`src/inc/asp_pkg.sv`:
```
/*
  Constants, field positions and state types of the asynchronous serial port.
  Assumes a 100 MHz system clock and an APB register bus with 32-bit data.
*/
`default_nettype none

package asp_pkg;
  // ==========================================================================
  // Register byte offsets
  localparam int ADDR_W = 8;
  localparam logic [7:0] ADDR_RXH = 8'h00;
  localparam logic [7:0] ADDR_RXCS = 8'h04;
  localparam logic [7:0] ADDR_TXH = 8'h08;
  localparam logic [7:0] ADDR_TXCS = 8'h0C;
  localparam logic [7:0] ADDR_IRQ = 8'h10;
  localparam logic [7:0] ADDR_BAUD = 8'h14;
  localparam logic [7:0] ADDR_ERRCLR = 8'h18;

  // ==========================================================================
  // Field positions
  localparam int TX_FULL_B = 0;
  localparam int TX_SHIFT_B = 1;
  localparam int LOOP_B = 2;
  localparam int BREAK_B = 3;
  localparam int RX_FULL_B = 0;
  localparam int RX_ACT_B = 1;
  localparam int RX_ERR_B = 2;
  localparam int RX_PIN_B = 3;
  localparam int EN_RXA_B = 0;
  localparam int EN_RXF_B = 1;
  localparam int EN_TXE_B = 2;
  localparam int SON_B = 3;
  localparam int BAUD_CLK_B = 3;

  // ==========================================================================
  // Reset values
  localparam logic [3:0] CTRL_RST = 4'h0;
  localparam logic [2:0] BAUD_RST = 3'h0;
  localparam logic [7:0] DATA_RST = 8'h00;

  // ==========================================================================
  // Timing
  localparam longint CLK_HZ = 100000000;
  localparam longint BASE_LO_HZ = 153600;
  localparam longint BASE_HI_HZ = 245760;
  localparam int NCO_W = 32;
  // The accumulator wraps at twice the base rate; each wrap is a half period
  localparam logic [63:0] NCO_LO64 = ((64'(BASE_LO_HZ) * 64'h2) << NCO_W) / 64'(CLK_HZ);
  localparam logic [63:0] NCO_HI64 = ((64'(BASE_HI_HZ) * 64'h2) << NCO_W) / 64'(CLK_HZ);
  localparam logic [31:0] NCO_INC_LO = NCO_LO64[31:0];
  localparam logic [31:0] NCO_INC_HI = NCO_HI64[31:0];
  localparam logic [3:0] SUB_LAST = 4'hF;
  localparam logic [3:0] HALF_BIT_LAST = 4'h7;
  localparam logic [3:0] TX_LAST_BIT = 4'hA;
  localparam logic [3:0] RX_LAST_BIT = 4'h8;

  typedef enum logic {TX_IDLE, TX_SEND} asp_tx_state_t;
  typedef enum logic [1:0] {RX_IDLE, RX_START, RX_DATA, RX_HOLDOFF} asp_rx_state_t;
endpackage : asp_pkg

`default_nettype wire

```
`src/rtl/asp_top.sv`:
```
/*
  Asynchronous serial port: APB slave registers, baud generator, start-bit
  filtered receiver and double-buffered transmitter, with loopback and break.
  Assumes line_in_i is synchronous to clk_i and that the APB master follows
  the usual setup/access sequence.
*/
// Overview of operation
// - Holding write stores byte, starts transmitter
// - Idle shifter takes held byte, clears full
// - Shifting flag set at load, cleared at frame end, not by break
// - Loopback feeds transmitter into receiver too
// - Break force holds line in space
// - Break aborts frame, starts transmit clock
// - Space runs to end of current bit after break
// - Service request on any enabled condition
// - Power off clears registers, line idle
// - Power off keeps baud selection
// - Three select bits choose eight rates
// - Sixteen-times clock, level readable, write ignored
// - Base 153600 or 245760 Hz divided by 1,2,4,8
// - Half-bit start filter, early mark aborts
// - Valid start sets active, enables shifting
// - Center sampling, completion at 9.5 bits
// - Completion stores byte, flags overrun/framing
// - Reading received byte clears full flag
// - Error clear port clears only error
// - Break gives zero byte, waits mark
// - Two stops, start, byte: 11 bits
// - Start zero, LSB first, stop ones
// - Receive status layout, pin bit readable
`timescale 1ns/10ps
`default_nettype none

module asp_top (
  // Clock and reset
  input wire logic clk_i,
  input wire logic resetn_i,
  // APB slave
  input wire logic psel_i,
  input wire logic penable_i,
  input wire logic pwrite_i,
  input wire logic [asp_pkg::ADDR_W-1:0] paddr_i,
  input wire logic [31:0] pwdata_i,
  output logic [31:0] prdata_o,
  output logic pready_o,
  output logic pslverr_o,
  // Serial line
  input wire logic line_in_i,
  output logic line_out_o,
  output logic line_pwr_o,
  // Service request
  output logic serial_service_req_o
);
  import asp_pkg::*;

  // ==========================================================================
  // Register bus
  logic pready_reg;
  logic [31:0] prdata_reg;
  logic pslverr_reg;
  wire access = psel_i && penable_i && pready_reg;
  wire wr = access && pwrite_i;
  wire rd = access && !pwrite_i;
  wire hit_rxh = (paddr_i == ADDR_RXH);
  wire hit_rxcs = (paddr_i == ADDR_RXCS);
  wire hit_txh = (paddr_i == ADDR_TXH);
  wire hit_txcs = (paddr_i == ADDR_TXCS);
  wire hit_irq = (paddr_i == ADDR_IRQ);
  wire hit_baud = (paddr_i == ADDR_BAUD);
  wire hit_errclr = (paddr_i == ADDR_ERRCLR);
  wire mapped = hit_rxh || hit_rxcs || hit_txh || hit_txcs || hit_irq || hit_baud || hit_errclr;

  logic [7:0] rx_hold_reg;
  logic [7:0] tx_hold_reg;
  logic [3:0] tx_cs_reg;
  logic [2:0] rx_cs_reg;
  logic [3:0] irq_reg;
  logic [2:0] baud_reg;
  logic serial_power_on;
  assign serial_power_on = irq_reg[SON_B];

  // ==========================================================================
  // Baud generator (runs whatever the power bit says)
  logic [31:0] nco_reg;
  logic [3:0] div_reg;
  logic clk16_reg;
  wire [32:0] nco_sum = {1'b0, nco_reg} + {1'b0, baud_reg[0] ? NCO_INC_HI : NCO_INC_LO};
  wire [1:0] div_sel = 2'(2'h3 - baud_reg[2:1]);
  wire clk16_next = div_reg[div_sel];
  wire tick = clk16_next && !clk16_reg;

  always_ff @(posedge clk_i or negedge resetn_i) begin
    if (!resetn_i) begin
      nco_reg <= 32'h0000_0000;
      div_reg <= 4'h0;
      clk16_reg <= 1'b0;
    end else begin
      nco_reg <= nco_sum[31:0];
      div_reg <= div_reg + {3'h0, nco_sum[32]};
      clk16_reg <= clk16_next;
    end
  end

  // ==========================================================================
  // Transmitter
  asp_tx_state_t tx_state;
  logic [10:0] tx_sh_reg;
  logic [3:0] tx_ph_reg;
  logic [3:0] tx_bit_reg;
  logic brk_tail_reg;
  logic line_out_reg;
  logic line_pwr_reg;
  wire line_break_force = tx_cs_reg[BREAK_B];
  wire wr_txh = wr && hit_txh;
  wire wr_txcs = wr && hit_txcs;
  wire tx_bit_end = tick && (tx_ph_reg == SUB_LAST);
  wire tx_done = (tx_state == TX_SEND) && tx_bit_end && (tx_bit_reg == TX_LAST_BIT);
  // No load during the break tail, or the full flag would drop with no frame sent
  wire tx_load = !line_break_force && !brk_tail_reg && tx_cs_reg[TX_FULL_B]
    && ((tx_state == TX_IDLE) || tx_done);
  wire [3:0] tx_cs_wr = wr_txcs ? pwdata_i[3:0] : tx_cs_reg;
  logic tx_full_next;
  logic tx_shift_next;
  always_comb begin
    tx_full_next = tx_cs_wr[TX_FULL_B];
    tx_shift_next = tx_cs_wr[TX_SHIFT_B];
    if (tx_load) begin
      tx_full_next = 1'b0;
      tx_shift_next = 1'b1;
    end else if (tx_done) begin
      tx_shift_next = 1'b0;
    end
    if (wr_txh) begin
      tx_full_next = 1'b1;
    end
  end

  always_ff @(posedge clk_i or negedge resetn_i) begin
    if (!resetn_i) begin
      tx_state <= TX_IDLE;
      tx_cs_reg <= CTRL_RST;
      tx_hold_reg <= DATA_RST;
      tx_sh_reg <= 11'h7FF;
      tx_ph_reg <= 4'h0;
      tx_bit_reg <= 4'h0;
      brk_tail_reg <= 1'b0;
    end else if (!serial_power_on) begin
      tx_state <= TX_IDLE;
      tx_cs_reg <= CTRL_RST;
      tx_hold_reg <= DATA_RST;
      tx_sh_reg <= 11'h7FF;
      tx_ph_reg <= 4'h0;
      tx_bit_reg <= 4'h0;
      brk_tail_reg <= 1'b0;
    end else if (tx_cs_wr[BREAK_B]) begin
      tx_state <= TX_IDLE;
      tx_cs_reg <= tx_cs_wr;
      tx_sh_reg <= 11'h7FF;
      tx_bit_reg <= 4'h0;
      tx_ph_reg <= line_break_force ? tx_ph_reg + {3'h0, tick} : 4'h0;
      brk_tail_reg <= 1'b1;
      if (wr_txh) begin
        tx_hold_reg <= pwdata_i[7:0];
        tx_cs_reg[TX_FULL_B] <= 1'b1;
      end
    end else begin
      tx_cs_reg <= {tx_cs_wr[BREAK_B:LOOP_B], tx_shift_next, tx_full_next};
      if (wr_txh) begin
        tx_hold_reg <= pwdata_i[7:0];
      end
      if (brk_tail_reg) begin
        tx_ph_reg <= tx_ph_reg + {3'h0, tick};
        if (tx_bit_end) begin
          brk_tail_reg <= 1'b0;
        end
      end else if (tx_load) begin
        tx_state <= TX_SEND;
        tx_sh_reg <= {2'b11, tx_hold_reg, 1'b0};
        tx_ph_reg <= 4'h0;
        tx_bit_reg <= 4'h0;
      end else if (tx_done) begin
        tx_state <= TX_IDLE;
      end else if (tx_state == TX_SEND) begin
        tx_ph_reg <= tx_ph_reg + {3'h0, tick};
        if (tx_bit_end) begin
          tx_sh_reg <= {1'b1, tx_sh_reg[10:1]};
          tx_bit_reg <= tx_bit_reg + 4'h1;
        end
      end
    end
  end

  // Idle (power off) is line_pwr low; line_out then parks at mark level
  always_ff @(posedge clk_i or negedge resetn_i) begin
    if (!resetn_i) begin
      line_out_reg <= 1'b1;
      line_pwr_reg <= 1'b0;
    end else begin
      line_pwr_reg <= serial_power_on;
      if (serial_power_on && (line_break_force || brk_tail_reg)) begin
        line_out_reg <= 1'b0;
      end else if (serial_power_on && tx_state == TX_SEND) begin
        line_out_reg <= tx_sh_reg[0];
      end else begin
        line_out_reg <= 1'b1;
      end
    end
  end

  // ==========================================================================
  // Receiver
  asp_rx_state_t rx_state;
  logic [8:0] rx_sh_reg;
  logic [3:0] rx_ph_reg;
  logic [3:0] rx_bit_reg;
  // Loopback taps the registered line so the receiver sees exactly the pin
  wire rx_in = (serial_power_on && tx_cs_reg[LOOP_B]) ? line_out_reg : line_in_i;
  wire rx_samp = tick && (rx_ph_reg == SUB_LAST);
  wire rx_done = (rx_state == RX_DATA) && rx_samp && (rx_bit_reg == RX_LAST_BIT);
  wire rx_break = rx_done && !rx_in && (rx_sh_reg[8:1] == 8'h00);
  wire rx_accept = (rx_state == RX_START) && tick && rx_ph_reg == HALF_BIT_LAST && !rx_in;
  wire rd_rxh = rd && hit_rxh;
  wire wr_rxcs = wr && hit_rxcs;
  wire wr_errclr = wr && hit_errclr;
  logic [2:0] rx_cs_next;
  always_comb begin
    rx_cs_next = wr_rxcs ? pwdata_i[2:0] : rx_cs_reg;
    if (wr_errclr) begin
      rx_cs_next[RX_ERR_B] = 1'b0;
    end
    if (rd_rxh) begin
      rx_cs_next[RX_FULL_B] = 1'b0;
    end
    if (rx_accept) begin
      rx_cs_next[RX_ACT_B] = 1'b1;
    end
    if (rx_done) begin
      rx_cs_next[RX_FULL_B] = 1'b1;
      rx_cs_next[RX_ACT_B] = 1'b0;
      if (rx_cs_reg[RX_FULL_B] || !rx_in) begin
        rx_cs_next[RX_ERR_B] = 1'b1;
      end
    end
  end

  always_ff @(posedge clk_i or negedge resetn_i) begin
    if (!resetn_i) begin
      rx_state <= RX_IDLE;
      rx_cs_reg <= 3'h0;
      rx_hold_reg <= DATA_RST;
      rx_sh_reg <= 9'h000;
      rx_ph_reg <= 4'h0;
      rx_bit_reg <= 4'h0;
    end else if (!serial_power_on) begin
      rx_state <= RX_IDLE;
      rx_cs_reg <= 3'h0;
      rx_hold_reg <= DATA_RST;
      rx_sh_reg <= 9'h000;
      rx_ph_reg <= 4'h0;
      rx_bit_reg <= 4'h0;
    end else begin
      rx_cs_reg <= rx_cs_next;
      if (wr && hit_rxh) begin
        rx_hold_reg <= pwdata_i[7:0];
      end
      case (rx_state)
        RX_IDLE: begin
          rx_ph_reg <= 4'h0;
          if (!rx_in) begin
            rx_state <= RX_START;
          end
        end
        RX_START: begin
          if (rx_in) begin
            rx_state <= RX_IDLE;
          end else if (rx_accept) begin
            rx_state <= RX_DATA;
            rx_sh_reg <= 9'h000;
            rx_ph_reg <= 4'h0;
            rx_bit_reg <= 4'h0;
          end else begin
            rx_ph_reg <= rx_ph_reg + {3'h0, tick};
          end
        end
        RX_DATA: begin
          rx_ph_reg <= rx_ph_reg + {3'h0, tick};
          if (rx_samp) begin
            rx_sh_reg <= {rx_in, rx_sh_reg[8:1]};
            rx_bit_reg <= rx_bit_reg + 4'h1;
          end
          if (rx_done) begin
            rx_hold_reg <= rx_sh_reg[8:1];
            rx_state <= rx_break ? RX_HOLDOFF : RX_IDLE;
          end
        end
        default: begin
          if (rx_in) begin
            rx_state <= RX_IDLE;
          end
        end
      endcase
    end
  end

  // ==========================================================================
  // Control registers and service request
  logic svc_reg;
  wire svc_next = (irq_reg[EN_RXA_B] && rx_cs_reg[RX_ACT_B])
               || (irq_reg[EN_RXF_B] && rx_cs_reg[RX_FULL_B])
               || (irq_reg[EN_TXE_B] && !tx_cs_reg[TX_FULL_B]);

  always_ff @(posedge clk_i or negedge resetn_i) begin
    if (!resetn_i) begin
      irq_reg <= CTRL_RST;
      baud_reg <= BAUD_RST;
      svc_reg <= 1'b0;
    end else begin
      if (wr && hit_irq) begin
        // Enables only stick when the same write also turns the port on
        irq_reg <= pwdata_i[SON_B] ? pwdata_i[3:0] : CTRL_RST;
      end else if (!serial_power_on) begin
        irq_reg <= CTRL_RST;
      end
      if (wr && hit_baud) begin
        baud_reg <= pwdata_i[2:0];
      end
      svc_reg <= svc_next && serial_power_on;
    end
  end

  // ==========================================================================
  // Read mux; pready comes one cycle into the access phase
  logic [31:0] rdata;
  assign rdata = hit_rxh ? {24'h000000, rx_hold_reg}
    : hit_rxcs ? {28'h0000000, serial_power_on ? rx_in : 1'b1, rx_cs_reg}
    : hit_txh ? {24'h000000, tx_hold_reg}
    : hit_txcs ? {28'h0000000, tx_cs_reg}
    : hit_irq ? {28'h0000000, irq_reg}
    : hit_baud ? {28'h0000000, clk16_reg, baud_reg}
    : 32'h0000_0000;

  always_ff @(posedge clk_i or negedge resetn_i) begin
    if (!resetn_i) begin
      pready_reg <= 1'b0;
      prdata_reg <= 32'h0000_0000;
      pslverr_reg <= 1'b0;
    end else begin
      pready_reg <= psel_i && penable_i && !pready_reg;
      prdata_reg <= (psel_i && !pwrite_i) ? rdata : 32'h0000_0000;
      pslverr_reg <= psel_i && penable_i && !pready_reg && !mapped;
    end
  end

  assign prdata_o = prdata_reg;
  assign pready_o = pready_reg;
  assign pslverr_o = pslverr_reg;
  assign line_out_o = line_out_reg;
  assign line_pwr_o = line_pwr_reg;
  assign serial_service_req_o = svc_reg;
endmodule : asp_top

`default_nettype wire

```
`config.mk`:
```
export PLATFORM = sky130hd
export DESIGN_NAME = asp_top
export DESIGN_NICKNAME = d
export VERILOG_FILES = /design/src/inc/asp_pkg.sv /design/src/rtl/asp_top.sv
export SDC_FILE = /design/constraint.sdc
export NUM_CORES = 1
export LEC_CHECK = 0
export ABC_AREA = 0
export ABC_CLOCK_PERIOD_IN_PS = 3530
export BUFFER_PORTS_ARGS = -buffer_cell sky130_fd_sc_hd__buf_2
export CORE_ASPECT_RATIO = 0.7
export CORE_MARGIN = 1
export CORE_UTILIZATION = 24
export DETAILED_ROUTE_END_ITERATION = 10
export PLACE_DENSITY_LB_ADDON = 0.25
export SETUP_SLACK_MARGIN = 0.2
export SKIP_CTS_REPAIR_TIMING = 1
export SYNTH_ARGS = -nofsm -noshare
export SYNTH_HDL_FRONTEND = slang
export SYNTH_SLANG_ARGS = --single-unit
```
`constraint.sdc`:
```
create_clock -name clk_i -period 3.53 [get_ports clk_i]
set_clock_uncertainty 0.15 [all_clocks]
set_input_delay 0.1765 -clock clk_i [delete_from_list [all_inputs] [get_ports clk_i]]
set_output_delay 0.1765 -clock clk_i [all_outputs]
set_load 0.03 [all_outputs]
```
==> results.yml <==
yosys:
  synth_area_um2: 6350
  async_flop_share_pct: 100
  ys_types: 79
  synth_area_leaders: "dfrtp_1 42%, ha_1 5.1%, dfstp_2 4.1%"
  yosysTopAreaCell: "dfrtp_1"
  post-synth-top-count-cell: "dfrtp_1"
  synth_top_area_share_pct: 42.1
  synthFlopType: "dfrtp_1"
  synth_common_cells: "107 x dfrtp_1, 56 x nor2_1, 50 x nand2_1"
  synth_seq_area_share_pct: 46.3
  ys_seq_elements: 117
  synth_cells: 627
  yosysWarnings: 0
  syn_avg_cell_area_um2: 10.1
  synth-edff-count: 0
sta:
  period_minus_slack_ns: 3.05
  max_slew_margin_pct: 49.4
  finalHoldViolCount: 0
  rsz0062_at_grt: "no"
  timing.final.ws_setup_ns: 0.483
  maxSlewViolCount: 0
  setup_viol: 0
  fmaxAchievable_ghz: 0.328
  fin_tns_setup_ns: 0
  worst_slew_pin_slew_ns: 0.759
  final.period_utilization_pct: 86.3
pwr:
  p_switching_uw: 1350
  power.density_nw_per_um2: 573
  p_clk_share_pct: 39.2
  p_comb_share_pct: 22.5
  max-vdd-ir-drop_uv: 309
  p_int_uw: 3000
  p_leak_uw: 0.00327
  power_frac_seq_pct: 38.3
  swShare_pct: 31.0
  totalPowerFinal_uw: 4350
placement:
  detailed_place_hpwl_mm: 11.3
  port_buffers: 34
  place_ws_ns: 0.481
  gp_congestion: 0.787
worst_hold_path:
  min_to: "pslverr_o$_DFF_PN0_"
  hp-class: "in -> reg"
  hold_start: "paddr_i[6]"
  hold_depth: 3
outcome:
  status: "completed"
critical_path:
  r2r_setup_slack_ns: 0.48
  path_class: "reg -> reg"
  ff2ff_path_depth: 10
  reg2reg_from: "baud_reg[0]$_DFFE_PN0P_"
  crit_slowest_cell: "dfrtp_1"
  reg2reg_to: "div_reg[2]$_DFF_PN0_"
  required_ns: 3.68
  critPathCaptureType: "flip-flop"
  crit_arrival_ns: 3.20
  crit_chain: "ha_1 > or3_1 > o311ai_1 > buf_4 > a21oi_1 > o211ai_1 > a21oi_1 > ha_1 > ha_1 > xor2_1"
  path_common_cell: "ha_1"
  cp-start-kind: "flip-flop"
  crit_path_start: "baud_reg[0]$_DFFE_PN0P_"
  crit_path_max_incr_delay_ns: 0.52
  critPathBufInv: 1
  cp.depth: 10
  crit_path_max_fanout: 9
  cpLargestDelayFamily: "compound AO/OA/AOI/OAI gates"
detailed_routing:
  drt_wl_total_mm: 15.9
  drt_iter0_drc: 331
  num_vias: 4770
  wire_per_inst_um: 15.1
  vias_per_cell: 4.53
  route.detailed.drc: 0
  antenna_left: 0
  drtPass1Iterations: 5
floorplan:
  start_util_pct: 24.6
  die_area_um2: 27100
  die_w_um: 196
  core_um2: 25800
  die_y_um: 138
  num_rows: 49
  io_pins: 83
clocking:
  htree_levels: 4
  clk-insertion-delay-late_ns: 0.42
  root_buffer: "clkbuf_16"
  cts_made_buffers: 17
  path_clk_slew_ns: 0.06
  clockBufferDepth: 2
  cts.sinks: 117
  tritoncts: "built"
global_routing:
  grt_pass1_wl_mm: 25.4
  antenna_found_initial: 0
  grt.total_usage_pct: 12.2
  grt_pass1_vias: 4463
  grt_max_degree: 58
  gr-total-overflow: 0
final_layout:
  syn2layout_area_growth_pct: 19.4
  largest_reg_flops: 32
  final_nets: 754
  insertedDiodeCount: 0
  layout-drive-gt1-share_pct: 17.7
job:
  drv_cap: 0
-- per-layer routing --
metal	vias to the layer above	GRT usage, %	part of all wire (%)
met1	2324	18.5	53
li1	2344	-	-
met2	94	16.5	41
met4	0	2.84	0.78
met3	8	3.76	4.9
met5	-	0	0
-- final cells by class --
class	instances	area [um2]
Timing Repair Buffer	61	413
Sequential cell	117	2940
Inverter	20	75.1
Tap cell	357	447
Clock inverter	15	155
Fill cell	2697	18200
Multi-Input combinational cell	465	3130
Clock buffer	17	425
-- worst max-delay path by stage --
stage / end / slack (ns)
after detailed placement: div_reg[2]$_DFF_PN0_ / 0.48
final: div_reg[2]$_DFF_PN0_ / 0.48
after global routing: div_reg[2]$_DFF_PN0_ / 0.27
after floorplan: div_reg[2]$_DFF_PN0_ / 0.82
after global placement: div_reg[2]$_DFF_PN0_ / 0.51
after CTS: div_reg[2]$_DFF_PN0_ / 0.46
-- cells in the final DEF, fill, tap and decap left out, types with 4 or more instances in the layout --
cell type      netlist  final
or2_2                4      4
o22a_1               7      7
a22oi_1              8      8
mux2_2              14     14
xor2_1              13     13
o21ai_0             27     27
xnor2_1             18     18
or3_1               10     10
and2_1               4      4
nor3_1              12     12
buf_4               24     13
clkbuf_16            0     17
a31oi_1              9      9
a222oi_1             5      5
o31ai_1              5      5
conb_1               1     24
mux2i_1             21     21
o21bai_1             4      4
nand4_1              4      4
a211oi_1            11     11
buf_2                6     33
nand2_1             50     50
a22o_1               5      5
dlygate4sd3_1        0     15
nand2b_1             6      6
a21oi_1             21     21
inv_1               19     19
ha_1                26     26
nor2_1              56     56
nand3_1             33     33
dfrtp_1            107    107
dfstp_2             10     10
clkinv_2             0      4
-- kinds of logic (layout without fill, tap and decap cells) --
logic type	count (synthesis)	after routing	share of synthesized area [%]
buffers and inverters	68	113	5.79
muxes	37	37	6.32
and+or+nand+nor	209	209	16.5
xor gates and xnor gates	31	31	4.27
other	1	24	0.0590
AOI/OAI and AO/OA	138	138	15.6
adders and majority gates	26	26	5.12
DFF	117	117	46.3
-- power by group through the flow --
| stage | clock, uW | sequential [uW] | combinational (uW) |
|---|---|---|---|
| final | 1700 | 1670 | 979 |
| after global routing | 1820 | 1690 | 1100 |
| after CTS | 1740 | 1660 | 972 |
| after detailed placement | 0 | 1680 | 972 |
| after global placement | 0 | 1690 | 963 |
| after floorplan | 0 | 1650 | 758 |
-- worst reg2reg max path, delay by kind of cell (launching register included) --
| family | cells | cell delay (ns) |
|---|---|---|
| adder cells (fa/ha/maj) | 3 | 0.72 |
| flip-flops | 1 | 0.52 |
| AO/OA/AOI/OAI | 4 | 0.88 |
| buffers and inverters | 1 | 0.19 |
| AND/OR/NAND/NOR | 1 | 0.34 |
| XOR/XNOR | 1 | 0.15 |
-- per-stage QoR --
step / instance area, um2 / std cells / hold slack, ns / utilization [%]
after floorplan: 6440 / 650 / -0.269 / -
after global placement: 6860 / 1005 / 0.153 / 26.6
after detailed placement: 6860 / 1005 / 0.157 / 26.6
after CTS: 7440 / 1037 / -0.291 / 28.8
after global routing: 7590 / 1052 / 0.0784 / 29.4
final: 7590 / 1052 / 0.0519 / 29.4
Power figures use the tool's default switching activity.
